$ cat src/tcc_params.svh
`ifndef TCC_PARAMS_SVH
`define TCC_PARAMS_SVH

// Register indices of the five count control registers
`define TCC_OFS_CTRL0 4'h0
`define TCC_OFS_CTRL1 4'h1
`define TCC_OFS_CTRL2 4'h2
`define TCC_OFS_CTRL3 4'h3
`define TCC_OFS_CTRL4 4'h4
// Status word: registered channel count ticks, then counter low bytes
`define TCC_OFS_STATUS 4'h8
`define TCC_OFS_CNT0 4'h9
`define TCC_OFS_CNT1 4'ha
`define TCC_OFS_CNT2 4'hb
`define TCC_OFS_CNT3 4'hc
`define TCC_OFS_CNT4 4'hd

// Field positions
`define TCC_CLR_MSB 7
`define TCC_CLR_LSB 5
`define TCC_EDGE_MSB 4
`define TCC_EDGE_LSB 3
`define TCC_PSC_MSB 2
`define TCC_PSC_LSB 0
`define TCC_RSVD_BIT 7

// Reset value
`define TCC_CTRL_RESET 8'h00

// Prescaler tap positions on a free-running divider
`define TCC_TAP_DIV4 1
`define TCC_TAP_DIV16 3
`define TCC_TAP_DIV64 5
`define TCC_TAP_DIV256 7
`define TCC_TAP_DIV1024 9

`endif

$ cat src/tcc_pkg.sv
package tcc_pkg;

    // Decoded clear sources
    typedef enum logic [2:0] {
        TCC_CLR_NONE,
        TCC_CLR_A,
        TCC_CLR_B,
        TCC_CLR_C,
        TCC_CLR_D,
        TCC_CLR_SYNC
    } tcc_clr_src_t;

    // Per-channel compare or capture events from outside
    typedef struct packed {
        logic match_a;
        logic match_b;
        logic match_c;
        logic match_d;
        logic buf_c;
        logic buf_d;
        logic sync_en;
        logic sync_clr;
        logic phase_mode;
    } tcc_chan_evt_t;

    // Register port
    typedef struct packed {
        logic [3:0] addr;
        logic [7:0] wdata;
        logic       wr;
        logic       rd;
    } tcc_bus_req_t;

endpackage : tcc_pkg
$ cat src/tcc_core.sv
// Decided for this implementation: the plain strobed port and the register offsets.
`timescale 1ns/1ps
// What this block does
// - Each channel owns one 8-bit control register
// - Reset loads zero; manual reset keeps contents
// - Channels 0,3,4: three-bit clear source select
// - Channels 1,2: two-bit clear, bit7 reads zero
// - Sync clear only when sync bit set
// - Buffered C or D never clears counter
// - Edge field: rising, falling, or both edges
// - Both edges of a divided internal clock double the count rate
// - Undivided or overflow clock counts rising only
// - Phase counting ignores edge select on 1,2
// - Each channel selects its own clock source
// - Channel 0 prescaler code map
// - Channel 1 prescaler code map
// - Channel 2 prescaler code map
// - Phase counting ignores prescaler on 1,2
// - Channels 3,4 prescaler code map
`include "tcc_params.svh"

module tcc_core #(
    parameter int NCH     = 5,
    parameter int CNT_W   = 16,
    parameter int DIV_W   = 10
) (
    input  wire logic                  core_clk,
    input  wire logic                  sys_rst,
    input  wire logic                  manual_rst,
    input  wire tcc_pkg::tcc_bus_req_t bus_req,
    output logic [7:0]                 bus_rdata,
    input  wire tcc_pkg::tcc_chan_evt_t evt [NCH],
    input  wire logic [3:0]            ext_clk_pins,
    input  wire logic [NCH-1:0]        phase_step,
    input  wire logic [NCH-1:0]        phase_up,
    output logic [NCH-1:0]             count_tick,
    output logic [NCH-1:0]             count_clear,
    output logic [NCH-1:0]             overflow
);
    import tcc_pkg::*;

    logic [7:0]       ctrl_q [NCH];
    logic [CNT_W-1:0] cnt_q [NCH];
    logic [DIV_W-1:0] div_q;
    logic [DIV_W-1:0] div_prev_q;
    logic [3:0]       pin_meta_q;
    logic [3:0]       pin_sync_q;
    logic [3:0]       pin_prev_q;
    logic [3:0]       pin_rise;
    logic [3:0]       pin_fall;
    logic [NCH-1:0]   tick_d;
    logic [NCH-1:0]   clr_d;
    logic [NCH-1:0]   ovf_d;
    logic [NCH-1:0]   tick_q;
    logic [NCH-1:0]   clr_q;
    logic [NCH-1:0]   ovf_q;
    logic [7:0]       rdata_d;

    // Free-running prescaler divider
    always_ff @(posedge core_clk)
    begin
        if (sys_rst)
        begin
            div_q      <= '0;
            div_prev_q <= '0;
        end
        else
        begin
            div_q      <= div_q + 1'b1;
            div_prev_q <= div_q;
        end
    end

    // Two-stage synchroniser for the external clock pins
    always_ff @(posedge core_clk)
    begin
        if (sys_rst)
        begin
            pin_meta_q <= '0;
            pin_sync_q <= '0;
            pin_prev_q <= '0;
        end
        else
        begin
            pin_meta_q <= ext_clk_pins;
            pin_sync_q <= pin_meta_q;
            pin_prev_q <= pin_sync_q;
        end
    end

    // Edges seen only on synchronised samples
    assign pin_rise = pin_sync_q & ~pin_prev_q;
    assign pin_fall = ~pin_sync_q & pin_prev_q;

    // Control registers; manual reset does not touch them
    always_ff @(posedge core_clk)
    begin
        if (sys_rst)
        begin
            for (int i = 0; i < NCH; i++)
                ctrl_q[i] <= `TCC_CTRL_RESET;
        end
        else if (bus_req.wr && bus_req.addr < 4'(NCH))
        begin
            ctrl_q[bus_req.addr[2:0]] <= bus_req.wdata;
            if (bus_req.addr == `TCC_OFS_CTRL1 ||
                bus_req.addr == `TCC_OFS_CTRL2)
                ctrl_q[bus_req.addr[2:0]][`TCC_RSVD_BIT] <= 1'b0;
        end
    end

    // Per-channel clock selection, edge and clear decode
    genvar g;
    generate
        for (g = 0; g < NCH; g++)
        begin : g_ch
            logic [2:0]   psc;
            logic [1:0]   edg;
            logic [2:0]   clr;
            logic         src_lvl_now;
            logic         src_lvl_old;
            logic         src_pulse;
            logic         src_int;
            logic         rise_only;
            logic         pin_r;
            logic         pin_f;
            logic         tick;
            tcc_clr_src_t csrc;

            assign psc = ctrl_q[g][`TCC_PSC_MSB:`TCC_PSC_LSB];
            assign edg = ctrl_q[g][`TCC_EDGE_MSB:`TCC_EDGE_LSB];
            assign clr = ctrl_q[g][`TCC_CLR_MSB:`TCC_CLR_LSB];

            // Source decode per channel code map
            always_comb
            begin
                src_lvl_now = 1'b0;
                src_lvl_old = 1'b0;
                src_pulse   = 1'b0;
                src_int     = 1'b1;
                rise_only   = 1'b0;
                pin_r       = 1'b0;
                pin_f       = 1'b0;
                case (psc)
                    3'h0:
                    begin
                        src_pulse = 1'b1;
                        rise_only = 1'b1;
                    end
                    3'h1:
                    begin
                        src_lvl_now = div_q[`TCC_TAP_DIV4];
                        src_lvl_old = div_prev_q[`TCC_TAP_DIV4];
                    end
                    3'h2:
                    begin
                        src_lvl_now = div_q[`TCC_TAP_DIV16];
                        src_lvl_old = div_prev_q[`TCC_TAP_DIV16];
                    end
                    3'h3:
                    begin
                        src_lvl_now = div_q[`TCC_TAP_DIV64];
                        src_lvl_old = div_prev_q[`TCC_TAP_DIV64];
                    end
                    default:
                    begin
                        src_int = 1'b0;
                        if (g == 0)
                        begin
                            pin_r = pin_rise[psc[1:0]];
                            pin_f = pin_fall[psc[1:0]];
                        end
                        else if (g == 1 && psc[1])
                        begin
                            if (psc[0])
                            begin
                                src_int   = 1'b1;
                                src_pulse = ovf_q[2];
                                rise_only = 1'b1;
                            end
                            else
                            begin
                                src_int     = 1'b1;
                                src_lvl_now = div_q[`TCC_TAP_DIV256];
                                src_lvl_old = div_prev_q[`TCC_TAP_DIV256];
                            end
                        end
                        else if (g == 2 && psc == 3'h7)
                        begin
                            src_int     = 1'b1;
                            src_lvl_now = div_q[`TCC_TAP_DIV1024];
                            src_lvl_old = div_prev_q[`TCC_TAP_DIV1024];
                        end
                        else if (g >= 3 && !psc[1])
                        begin
                            src_int = 1'b1;
                            src_lvl_now = psc[0] ?
                                div_q[`TCC_TAP_DIV1024] :
                                div_q[`TCC_TAP_DIV256];
                            src_lvl_old = psc[0] ?
                                div_prev_q[`TCC_TAP_DIV1024] :
                                div_prev_q[`TCC_TAP_DIV256];
                        end
                        else if (g >= 3)
                        begin
                            pin_r = pin_rise[{1'b0, psc[0]}];
                            pin_f = pin_fall[{1'b0, psc[0]}];
                        end
                        else
                        begin
                            pin_r = pin_rise[psc[1:0]];
                            pin_f = pin_fall[psc[1:0]];
                        end
                    end
                endcase
            end

            // Edge qualification; both edges doubles rate
            always_comb
            begin
                tick = 1'b0;
                if (rise_only)
                    tick = src_pulse;
                else if (src_int)
                begin
                    if (edg[1])
                        tick = src_lvl_now ^ src_lvl_old;
                    else if (edg[0])
                        tick = src_lvl_old & ~src_lvl_now;
                    else
                        tick = src_lvl_now & ~src_lvl_old;
                end
                else if (edg[1])
                    tick = pin_r | pin_f;
                else if (edg[0])
                    tick = pin_f;
                else
                    tick = pin_r;
                // Phase counting overrides source and edge
                if ((g == 1 || g == 2) && evt[g].phase_mode)
                    tick = phase_step[g];
            end

            // Clear source decode
            always_comb
            begin
                case ((g == 1 || g == 2) ? {1'b0, clr[1:0]} : clr)
                    3'h1:    csrc = TCC_CLR_A;
                    3'h2:    csrc = TCC_CLR_B;
                    3'h3:    csrc = TCC_CLR_SYNC;
                    3'h5:    csrc = TCC_CLR_C;
                    3'h6:    csrc = TCC_CLR_D;
                    3'h7:    csrc = TCC_CLR_SYNC;
                    default: csrc = TCC_CLR_NONE;
                endcase
                case (csrc)
                    TCC_CLR_A: clr_d[g] = evt[g].match_a;
                    TCC_CLR_B: clr_d[g] = evt[g].match_b;
                    TCC_CLR_C: clr_d[g] = evt[g].match_c &
                                          ~evt[g].buf_c;
                    TCC_CLR_D: clr_d[g] = evt[g].match_d &
                                          ~evt[g].buf_d;
                    TCC_CLR_SYNC: clr_d[g] = evt[g].sync_en &
                                             evt[g].sync_clr;
                    default:   clr_d[g] = 1'b0;
                endcase
            end

            assign tick_d[g] = tick;

            // Channel counter
            always_ff @(posedge core_clk)
            begin
                if (sys_rst || manual_rst)
                    cnt_q[g] <= '0;
                else if (clr_d[g])
                    cnt_q[g] <= '0;
                else if (tick)
                begin
                    if ((g == 1 || g == 2) && evt[g].phase_mode &&
                        !phase_up[g])
                        cnt_q[g] <= cnt_q[g] - 1'b1;
                    else
                        cnt_q[g] <= cnt_q[g] + 1'b1;
                end
            end

            // Overflow or underflow on wrap
            always_comb
            begin
                ovf_d[g] = 1'b0;
                if (!clr_d[g] && tick)
                begin
                    if ((g == 1 || g == 2) && evt[g].phase_mode &&
                        !phase_up[g])
                        ovf_d[g] = (cnt_q[g] == '0);
                    else
                        ovf_d[g] = (cnt_q[g] == '1);
                end
            end
        end
    endgenerate

    // Registered outputs
    always_ff @(posedge core_clk)
    begin
        if (sys_rst)
        begin
            tick_q <= '0;
            clr_q  <= '0;
            ovf_q  <= '0;
        end
        else
        begin
            tick_q <= tick_d;
            clr_q  <= clr_d;
            ovf_q  <= ovf_d;
        end
    end

    assign count_tick  = tick_q;
    assign count_clear = clr_q;
    assign overflow    = ovf_q;

    // Read mux
    always_comb
    begin
        rdata_d = 8'h00;
        if (bus_req.addr < 4'(NCH))
            rdata_d = ctrl_q[bus_req.addr[2:0]];
        else if (bus_req.addr == `TCC_OFS_STATUS)
            rdata_d = 8'({tick_q});
        else if (bus_req.addr >= `TCC_OFS_CNT0 &&
                 bus_req.addr <= `TCC_OFS_CNT4)
            rdata_d = cnt_q[3'(bus_req.addr - `TCC_OFS_CNT0)][7:0];
    end

    // Read data stand one cycle after the strobe
    always_ff @(posedge core_clk)
    begin
        if (sys_rst)
            bus_rdata <= 8'h00;
        else if (bus_req.rd)
            bus_rdata <= rdata_d;
        else
            bus_rdata <= 8'h00;
    end

endmodule : tcc_core

$ cat config.mk
export PLATFORM = sky130hd
export DESIGN_NAME = tcc_core
export DESIGN_NICKNAME = d
export VERILOG_FILES = /design/src/tcc_pkg.sv /design/src/tcc_core.sv
export VERILOG_INCLUDE_DIRS = /design/src
export SDC_FILE = /design/constraint.sdc
export NUM_CORES = 1
export LEC_CHECK = 0
export BUFFER_PORTS_ARGS = -buffer_cell sky130_fd_sc_hd__buf_2
export CORE_MARGIN = 1.5
export CORE_UTILIZATION = 55
export CTS_CLUSTER_SIZE = 20
export DETAILED_ROUTE_END_ITERATION = 12
export GPL_TIMING_DRIVEN = 0
export PLACE_DENSITY_LB_ADDON = 0.08
export SLEW_MARGIN = 20
export SYNTH_ARGS = -nofsm -noshare
export SYNTH_HDL_FRONTEND = slang
export SYNTH_SLANG_ARGS = --single-unit
$ cat constraint.sdc
create_clock -name core_clk -period 8.2 [get_ports core_clk]
set_input_delay 2.05 -clock core_clk [delete_from_list [all_inputs] [get_ports core_clk]]
set_output_delay 2.05 -clock core_clk [all_outputs]
set_load 0.1 [all_outputs]
# Word-level counts from Yosys, hierarchy flattened
# Memories as Yosys holds them, arrays and structs flattened.
# Cells that the tools add are included.
[word_totals] memories=2 ram_bits=120 in_bits=76 reg_bits=55 elab_cells=426
[classes] magnitude_cmp=8 bitwise_logic=78 n_reduce_logical=41 mux=202 n_eq_ne=73 addsub=9
[mem_list] memory="cnt_q" words=5 width=16 rd=6 rd_clocked_by_memory_dff=0 wr=5 line_no="tcc_core.sv:43" rtl="logic [CNT_W-1:0] cnt_q [NCH];"
[mem_list] memory="ctrl_q" words=5 width=8 rd=6 rd_clocked_by_memory_dff=0 wr=5 line_no="tcc_core.sv:42" rtl="logic [7:0] ctrl_q [NCH];"
[op_table] cell="$mux 16" n=12
[op_table] cell="$mux 1" n=156
[op_table] cell="$add 16x1->16 const B" n=5
[op_table] cell="$eq 16x16->1 const B" n=5
[op_table] cell="$eq 3x2->1 const B" n=26
[op_table] cell="$eq 3x3->1 const B" n=20
[op_table] cell="$pmux 3 s5" n=3
[op_table] cell="$eq 3x1->1 const B" n=13
[op_table] cell="$logic_not 16->1" n=2
[op_table] cell="$mux 8" n=4
[op_table] cell="$pmux 1 s4" n=8
[op_table] cell="$sub 16x1->16 const B" n=2
[op_table] cell="$not 1->1" n=26
[op_table] cell="$and 1x1->1" n=25
[op_table] cell="$pmux 1 s5" n=5
[op_table] cell="$reduce_or 4->1" n=5
[op_table] cell="$or 1x1->1" n=18
[op_table] cell="$pmux 3 s3" n=2
[op_table] cell="$reduce_or 2->1" n=9
[op_table] cell="$logic_not 3->1" n=5
[op_table] cell="$bmux 1 s2" n=6
[op_table] cell="$add 10x1->10 const B" n=1
[op_table] cell="$logic_and 1x1->1" n=9
[op_table] cell="$lt 2x3->1 const B" n=3
[op_table] cell="other kinds (21)" n=41

# Depth between registers and ports, before layout
# Gate-level depths: netlist of run 1.
[logic_depth] depth_word=17 ltp_mapped=15 mapped_depth_nobuf=13

# Worst setup path before layout of run 1
# No wires, ideal clock.
[synth_path] kind="in2reg" start="in bus_req[11] in the netlist's numbering" end="reg bus_rdata[1]" n_path_buf=3 required_ns=8.067 arrival_time_ns=4.663 slack_ns=3.404 stages=9 setup_time_ns=0.133 path_cell_list="clkbuf_1 buf_1 inv_1 ha_1 clkbuf_1 mux4_2 mux2_2 o21ai_0 a21oi_1"
[synth_via] elab_chain_cells=5 word_cells_on_any_way=11
[synth_lines] element="start, declared" line_no="tcc_core.sv:30" rtl="input wire tcc_pkg::tcc_bus_req_t bus_req,"
[synth_lines] element="$sub 3x1->3 (no line), or another cell as far along"
[synth_lines] element="$mem_v2 5x16 or $logic_and 1x1->1 (tied branches)"
[synth_lines] element="$mux 8" line_no="tcc_core.sv:333" rtl="else if (bus_req.addr >= `TCC_OFS_CNT0 &&"
[synth_lines] element="$mux 8" line_no="tcc_core.sv:331" rtl="else if (bus_req.addr == `TCC_OFS_STATUS)"
[synth_lines] element="$mux 8 *" line_no="tcc_core.sv:329" rtl="if (bus_req.addr < 4'(NCH))"
[synth_lines] element="end signal, assigned" line_no="tcc_core.sv:344" rtl="bus_rdata <= rdata_d;"
[synth_lines] element="end, declared" line_no="tcc_core.sv:31" rtl="output logic [7:0] bus_rdata,"
# Mark *: on every way between the ends. The rest lies on a longest branch, timed or not.
# A chain may end at the register's enable or synchronous reset.

# Final worst setup path of run 1
# Same ends and word-level chain as after synthesis.

==> reports/results.ini, run 1 <==
[yosys]
ys.flop_type = edfxtp_1
synth-xor-area-share = 0.0477
yosysTopAreaCell = edfxtp_1
synth_compound_area_frac = 0.107
ys_seq_area_frac = 0.476
synth_top_family_by_area = simple AND/OR/NAND/NOR gates
synth_fa_ha_area_frac = 0.0257
synth.avg_cell_area_sq_um = 9.89
synth_seq_cells = 194
synth_edf_count = 144
yosys_warnings = 0
synth_mux_area_frac = 0.0761
synthArstFlopShare = 0
synth.area.top_cells = edfxtp_1 (39%), dfxtp_1 (8.9%), nor2_1 (4.8%), mux4_2 (3.8%), a21oi_1 (3.0%)
synthDistinctLibCells = 67
synthCells = 1131
synth_top_area_frac = 0.386
synthSimpleGateAreaFrac = 0.229
syn_nets = 1230
synth_area_sq_um = 11200

[placed_design]
gp_congestion = 0.934
port_buffers = 80
dp_hpwl_microns = 21300

[worst_setup_path]
crit_type = input pin to register
crit_path_frequent_cell = clkbuf_1
start_kind = input pin
crit_path_cell_trace = buf_2 -> clkbuf_1 -> buf_1 -> inv_1 -> ha_1 -> clkbuf_1 -> mux4_2 -> mux2_2 -> o21ai_0 -> a21oi_1
critPathMaxStageDelay_ns = 0.61
crit_family = buffers and inverters
cpMaxStageDelayCell = mux4_2
cp.required_ns = 8.47
crit_fanout = 10
end_kind = register
critical_path_buf_inv_count = 5
arrival_ns = 5.44

[timing]
final_max_slew_viol_count = 0
fmax_ghz = 0.194
relSlewSlack = 0.396
rsz0062_at_grt = false
fin_skew_ns = 0.00996
min_period_over_period = 0.630
hold_viol_final = 0
tightest_slew_ns = 0.899
period_minus_slack_ns = 5.17
setup_viol = 0
setup_tns_ns = 0

[hold_path]
min_path_type = register to register

[flow_run]
maxCapViolCount = 0

[final_layout]
multi_input_area_sq_um = 5440
layout_common_cells = edfxtp_1 (144), nor2_1 (143), buf_2 (94), nand2_1 (74), a21oi_1 (66)
antenna_cells = 0
final_nets = 1329
drive_gt1_frac = 0.146
regArea_sq_um = 5330
synthToLayoutAreaGrowth_pct = 11.5
num-fill-cells = 1660
final_common_cell = edfxtp_1

[drt]
routedWlPerCell_microns = 19.2
detail_route.vias_per_cell = 5.95
drc = 0
num_vias = 8976
drtPass1Iterations = 5
drt_first_iter_violations = 816
finalWirelength_microns = 28900
postRouteAntennaNets = 0

[grt]
track_usage = 0.275
grt_start_max_net_pins = 19
grt_antenna_before_repair = 0
overflow = 0
grt_pass1_wl_microns = 44900
grt_pass1_vias = 8137

[power]
leakagePower_nw = 4.59
p_total_mw = 2.70
vdd_drop_max_uv = 152
power_per_cell_area_nw_per_um2 = 216

[status]
status = complete, no violations

[clock_network]
postCtsHoldBufs = 0
cts_max_level = 4
worstSkewPairLatency_ns = 0.44
clk_pin_slew_ns = 0.07
cts_tree = built
numCtsBuffers = 17
postCtsSetupRepairBufs = 0
cts_sinks = 194
cts-root-buf = clkbuf_16
cts_resized = 0
cts_buffer_depth = 2

[floorplanning]
num_rows = 51
start_util = 0.567
fp.dieArea_sq_um = 21200
die_x_microns = 146
ios = 99
fp.coreArea_sq_um = 19700
die_height_microns = 146

## area by class of cell
class / count / area share
buffer: 61 / 0.0213
clock buffer: 17 / 0.0341
clock inverter: 15 / 0.00983
inverter: 44 / 0.0132
multi-input combinational: 832 / 0.436
sequential: 194 / 0.427
tap: 265 / 0.0266
timing repair buffer: 80 / 0.0321
## sequential cells by signal (all words and copies together), names as in the netlist
signal	flops
bus_rdata	8
count_clear	5
pin_meta_q	4
div_prev_q	5
pin_prev_q	4
cnt_q	80
pin_sync_q	4
count_tick	5
ctrl_q	64
overflow	5
div_q	10
## cell usage after synthesis, types with 8 or more instances
master,instances
nand3_1,49
or2_2,15
nor2_1,143
nor3_1,29
a31oi_1,10
nor2b_1,30
clkbuf_1,38
or3_1,8
mux2_2,10
nor4_1,9
a21oi_1,66
nand3b_1,14
mux4_2,19
edfxtp_1,144
and3_1,22
inv_1,44
ha_1,23
o21ai_0,40
xor2_1,37
dfxtp_1,50
xnor2_1,24
and2_1,39
buf_2,14
a22oi_1,9
mux2i_1,30
nand4_1,18
nand2b_1,17
nand2_1,74
o22ai_1,9
a311oi_1,9
a211oi_1,12
## path summary, 6_finish.rpt
check	start	end	slack (ns)	cells past startpoint
worst min register to register	pin_meta_q[3]$_SDFF_PP0_	pin_sync_q[3]$_SDFF_PP0_	0.44	1
worst max-delay path	bus_req[11]	bus_rdata[1]$_SDFF_PP0_	3.03	10
worst min-delay path	pin_meta_q[3]$_SDFF_PP0_	pin_sync_q[3]$_SDFF_PP0_	0.44	1
worst max register to register	ctrl_q[4][0]$_SDFFCE_PN0P_	cnt_q[4][9]$_SDFFCE_PN0P_	4.09	10
## layer usage
layer | share of wire | global-route usage
met1 | 0.45 | 0.400
met4 | 0.017 | 0.0740
met5 | 0 | 0
met3 | 0.087 | 0.0545
met2 | 0.45 | 0.423
## cell families (layout without fill, tap and decap cells)
group / Yosys count / count (layout)
compound gates: 194 / 194
xor+xnor: 61 / 61
fa+ha+maj: 23 / 23
buf+inv: 105 / 217
flops: 194 / 194
mux: 60 / 60
simple gates: 494 / 494
## power by group
| part | switching (mW) | leakage [nW] | internal (mW) |
|---|---|---|---|
| combinational | 0.373 | 2.39 | 0.214 |
| sequential | 0.124 | 1.93 | 1.18 |
| clock | 0.406 | 0.266 | 0.398 |
## stage by stage
step | cell area (sq um) | setup slack, ns | std cells | util | hold slack [ns]
2_1_floorplan | 11200 | 3.40 | 1131 | - | 0.413
3_3_place_gp | 11900 | 2.62 | 1476 | 0.605 | 0.419
3_5_place_dp | 11900 | 2.60 | 1476 | 0.605 | 0.425
4_1_cts | 12500 | 3.05 | 1508 | 0.632 | 0.441
5_1_grt | 12500 | 2.78 | 1508 | 0.633 | 0.459
6_report | 12500 | 3.03 | 1508 | 0.633 | 0.439
Power figures use the tool's default switching activity.
==> run 2, diff against run 1 <==
--- a/config.mk
+++ b/config.mk
@@ -6,6 +6,7 @@
 export SDC_FILE = /design/constraint.sdc
 export NUM_CORES = 1
 export LEC_CHECK = 0
+export ABC_AREA = 1
 export BUFFER_PORTS_ARGS = -buffer_cell sky130_fd_sc_hd__buf_2
 export CORE_MARGIN = 1.5
 export CORE_UTILIZATION = 55
==> constraint.sdc (replaced) <==
create_clock -name core_clk -period 5 [get_ports core_clk]
set_input_delay 1.25 -clock core_clk [delete_from_list [all_inputs] [get_ports core_clk]]
set_output_delay 1.25 -clock core_clk [all_outputs]
set_load 0.1 [all_outputs]
==> reports/results.ini, run 2 <==
[power]
seq_power_share = 0.481  ; was 0.484
vdd_drop_max_uv = 219  ; was 152 uV
internal_power_mw = 2.68  ; was 1.79 mW
switching_share = 0.318  ; was 0.335
power_per_cell_area_nw_per_um2 = 301  ; was 216 nW/um^2
leakagePower_nw = 5.67  ; was 4.59 nW
p_switching_mw = 1.25  ; was 0.902 mW
p_total_mw = 3.93  ; was 2.70 mW
pwr-share-comb = 0.159  ; was 0.218
pwr-share-clk = 0.360  ; was 0.298

[yosys]
synth_seq_cells = 194  ; unchanged
synth.avg_cell_area_sq_um = 7.88  ; was 9.89 sq um
ys_seq_area_frac = 0.455  ; was 0.476
synth_edf_count = 144  ; unchanged
yosys_warnings = 0  ; unchanged
synth_area_sq_um = 11700  ; was 11,200 sq um
synthDistinctLibCells = 51  ; was 67
synthTopCellsByCount = nand2_1 (274), nor2_1 (259), inv_1 (207)  ; was edfxtp_1 (144), nor2_1 (143), nand2_1 (74)
syn_nets = 1584  ; was 1,230
synth_most_common_cell = nand2_1  ; was edfxtp_1
synth.area.top_cells = edfxtp_1 (37%), nand2_1 (8.8%), dfxtp_1 (8.6%), nor2_1 (8.3%), inv_1 (6.6%)  ; was edfxtp_1 (39%), dfxtp_1 (8.9%), nor2_1 (4.8%), mux4_2 (3.8%), a21oi_1 (3.0%)
synthArstFlopShare = 0  ; unchanged
synth_top_area_frac = 0.370  ; was 0.386
synthCells = 1485  ; was 1,131
yosysTopAreaCell = edfxtp_1  ; unchanged
ys.flop_type = edfxtp_1  ; unchanged

[timing]
hold_viol_final = 0  ; unchanged
min_period_over_period = 0.721
holdWs_ns = 0.401  ; was 0.439 ns
setup_viol = 0  ; unchanged
fin_skew_ns = 0.0178  ; was 0.00996 ns
tightest_slew_ns = 0.904  ; was 0.899 ns
relSlewSlack = 0.397  ; was 0.396
finalWorstSetupSlack_ns = 1.40  ; was 3.03 ns
setup_tns_ns = 0  ; unchanged
rsz0062_at_grt = false  ; unchanged
fmax_ghz = 0.277
period_minus_slack_ns = 3.60
final_max_slew_viol_count = 0  ; unchanged

[drt]
drtPass1Iterations = 5  ; unchanged
routedWlPerCell_microns = 16.7  ; was 19.2 microns
num_vias = 10300  ; was 8,976
finalWirelength_microns = 31300  ; was 28,900 microns
drc = 0  ; unchanged
detail_route.vias_per_cell = 5.49  ; was 5.95
drt_first_iter_violations = 998  ; was 816
postRouteAntennaNets = 0  ; unchanged

[worst_setup_path]
r2r_start = ctrl_q[2][1]$_SDFFCE_PN0P_  ; was ctrl_q[4][0]$_SDFFCE_PN0P_
cp-endpoint = ctrl_q[3][0]$_SDFFCE_PN0P_  ; was bus_rdata[1]$_SDFF_PP0_
critPathMaxStageDelay_ns = 0.34  ; was 0.61 ns
rrSetupSlack_ns = 1.44  ; was 4.09 ns
start_kind = input pin  ; unchanged
crit_family = simple AND/OR/NAND/NOR gates  ; was buffers and inverters
r2r_end = cnt_q[2][3]$_DFFE_PP_  ; was cnt_q[4][9]$_SDFFCE_PN0P_
arrival_ns = 3.70  ; was 5.44 ns
rr_worst_depth = 12  ; was 10
crit_fanout = 11  ; was 10
cpMaxStageDelayCell = nand2_1  ; was mux4_2
critical_path_buf_inv_count = 7  ; was 5
crit_cells = 14  ; was 10
crit_start = bus_req[10]  ; was bus_req[11]
end_kind = register  ; unchanged
crit_type = input pin to register  ; unchanged
cp.required_ns = 5.10  ; was 8.47 ns
crit_path_cell_trace = buf_2 -> buf_2 -> inv_1 -> buf_4 -> buf_2 -> ha_1 -> nor2_2 -> nor2_4 -> nand3_1 -> nor2_1 -> inv_1 -> nor2_1 -> inv_2 -> nand2_1  ; was buf_2 -> clkbuf_1 -> buf_1 -> inv_1 -> ha_1 -> clkbuf_1 -> mux4_2 -> mux2_2 -> o21ai_0 -> a21oi_1
crit_path_frequent_cell = buf_2  ; was clkbuf_1

[final_layout]
fin_cells = 1872  ; was 1,508
final_common_cell = nand2_1  ; was edfxtp_1
final_nets = 1683  ; was 1,329
largest_register_ffs = 80  ; unchanged
final_util = 0.623  ; was 0.633
antenna_cells = 0  ; unchanged
synthToLayoutAreaGrowth_pct = 11.7  ; was 11.5%
largestRegisters = cnt_q x80, ctrl_q x64, div_q x10  ; unchanged
layout_common_cells = nand2_1 (274), nor2_1 (259), inv_1 (207), edfxtp_1 (144), nand3_1 (109)  ; was edfxtp_1 (144), nor2_1 (143), buf_2 (94), nand2_1 (74), a21oi_1 (66)
drive_gt1_frac = 0.121  ; was 0.146
fin_area_sq_um = 13100  ; was 12,500 sq um
regMostFlops = cnt_q  ; unchanged

[placed_design]
placed_cells = 1840  ; was 1,476
place_area_sq_um = 12400  ; was 11,900 sq um
gp_congestion = 0.964  ; was 0.934
port_buffers = 80  ; unchanged
dp_slack_ns = 1.01  ; was 2.60 ns
dp_hpwl_microns = 23900  ; was 21,300 microns

[flow_run]
maxCapViolCount = 0  ; unchanged

[clock_network]
postCtsHoldBufs = 0  ; unchanged
cts_resized = 0  ; unchanged
cts_sinks = 194  ; unchanged
clk_pin_slew_ns = 0.08  ; was 0.07 ns
cts_buffer_depth = 2  ; unchanged
cts_tree = built  ; unchanged
cts-root-buf = clkbuf_16  ; unchanged
worstSkewPairLatency_ns = 0.45  ; was 0.44 ns
numCtsBuffers = 17  ; unchanged
cts_max_level = 4  ; unchanged
postCtsSetupRepairBufs = 0  ; unchanged

[floorplanning]
fp.coreArea_sq_um = 21000  ; was 19,700 sq um
fp.dieArea_sq_um = 22100  ; was 21,200 sq um
start_util = 0.558  ; was 0.567
die_x_microns = 149  ; was 146 microns
ios = 99  ; unchanged
die_height_microns = 149  ; was 146 microns
num_rows = 53  ; was 51

[grt]
grt_antenna_before_repair = 0  ; unchanged
overflow = 0  ; unchanged
grt_pass1_wl_microns = 49400  ; was 44,900 microns
track_usage = 0.292  ; was 0.275
grt_pass1_vias = 9460  ; was 8,137
grt_start_max_net_pins = 23  ; was 19

[hold_path]
min_path_type = register to register  ; unchanged

[status]
status = complete, no violations  ; unchanged

## run 2: per-layer routing
metal	global-route usage	routed length (microns)	up-vias
li1	-	-	5078
met5	0	0	-
met2	0.487	15000	362
met1	0.382	13300	4766
met3	0.0468	2040	63
met4	0.114	1030	0
## run 2: how the worst min path moves through the flow
stage | startpoint | endpoint | slack, ns | depth (start not counted)
floorplan | pin_meta_q[0]$_SDFF_PP0_ | pin_sync_q[0]$_SDFF_PP0_ | 0.39 | 2
global placement | pin_meta_q[1]$_SDFF_PP0_ | pin_sync_q[1]$_SDFF_PP0_ | 0.40 | 2
detailed placement | pin_meta_q[1]$_SDFF_PP0_ | pin_sync_q[1]$_SDFF_PP0_ | 0.40 | 2
CTS | pin_meta_q[1]$_SDFF_PP0_ | pin_sync_q[1]$_SDFF_PP0_ | 0.41 | 2
global route | pin_meta_q[1]$_SDFF_PP0_ | pin_sync_q[1]$_SDFF_PP0_ | 0.42 | 2
finish | pin_meta_q[1]$_SDFF_PP0_ | pin_sync_q[1]$_SDFF_PP0_ | 0.40 | 2
## run 2: power groups by stage
stage | Clock, mW | Sequential, mW | Combinational, mW
6_report | 1.41 | 1.89 | 0.625
2_1_floorplan | 0 | 1.97 | 0.387
4_1_cts | 1.43 | 1.89 | 0.621
5_1_grt | 1.48 | 1.90 | 0.692
3_3_place_gp | 0 | 1.93 | 0.611
3_5_place_dp | 0 | 1.93 | 0.617
## run 2: logic make-up after synthesis
logic type | Yosys count | synth area share
DFF | 194 | 0.455
and+or+nand+nor | 768 | 0.293
xor gates and xnor gates | 76 | 0.0569
adders and majority gates | 23 | 0.0246
AOI/OAI and AO/OA | 172 | 0.0833
buffers and inverters | 252 | 0.0869
## run 2: cell type report
class,instances,area (sq um)
repair buffers,80,400
flip-flops and latches,194,5330
clock inverters,15,199
fillers,1936,7890
plain buffers,31,186
clock buffers,17,425
well taps,275,344
inverters,221,830
multi-input cells,1039,5350
## run 2: worst reg2reg max path: cells and delay by family, from the launching register on
kind | cells | cell delay, ns
flops | 1 | 0.54
fa+ha+maj | 1 | 0.29
simple gates | 6 | 1.24
buf+inv | 2 | 0.22
compound gates | 3 | 0.78
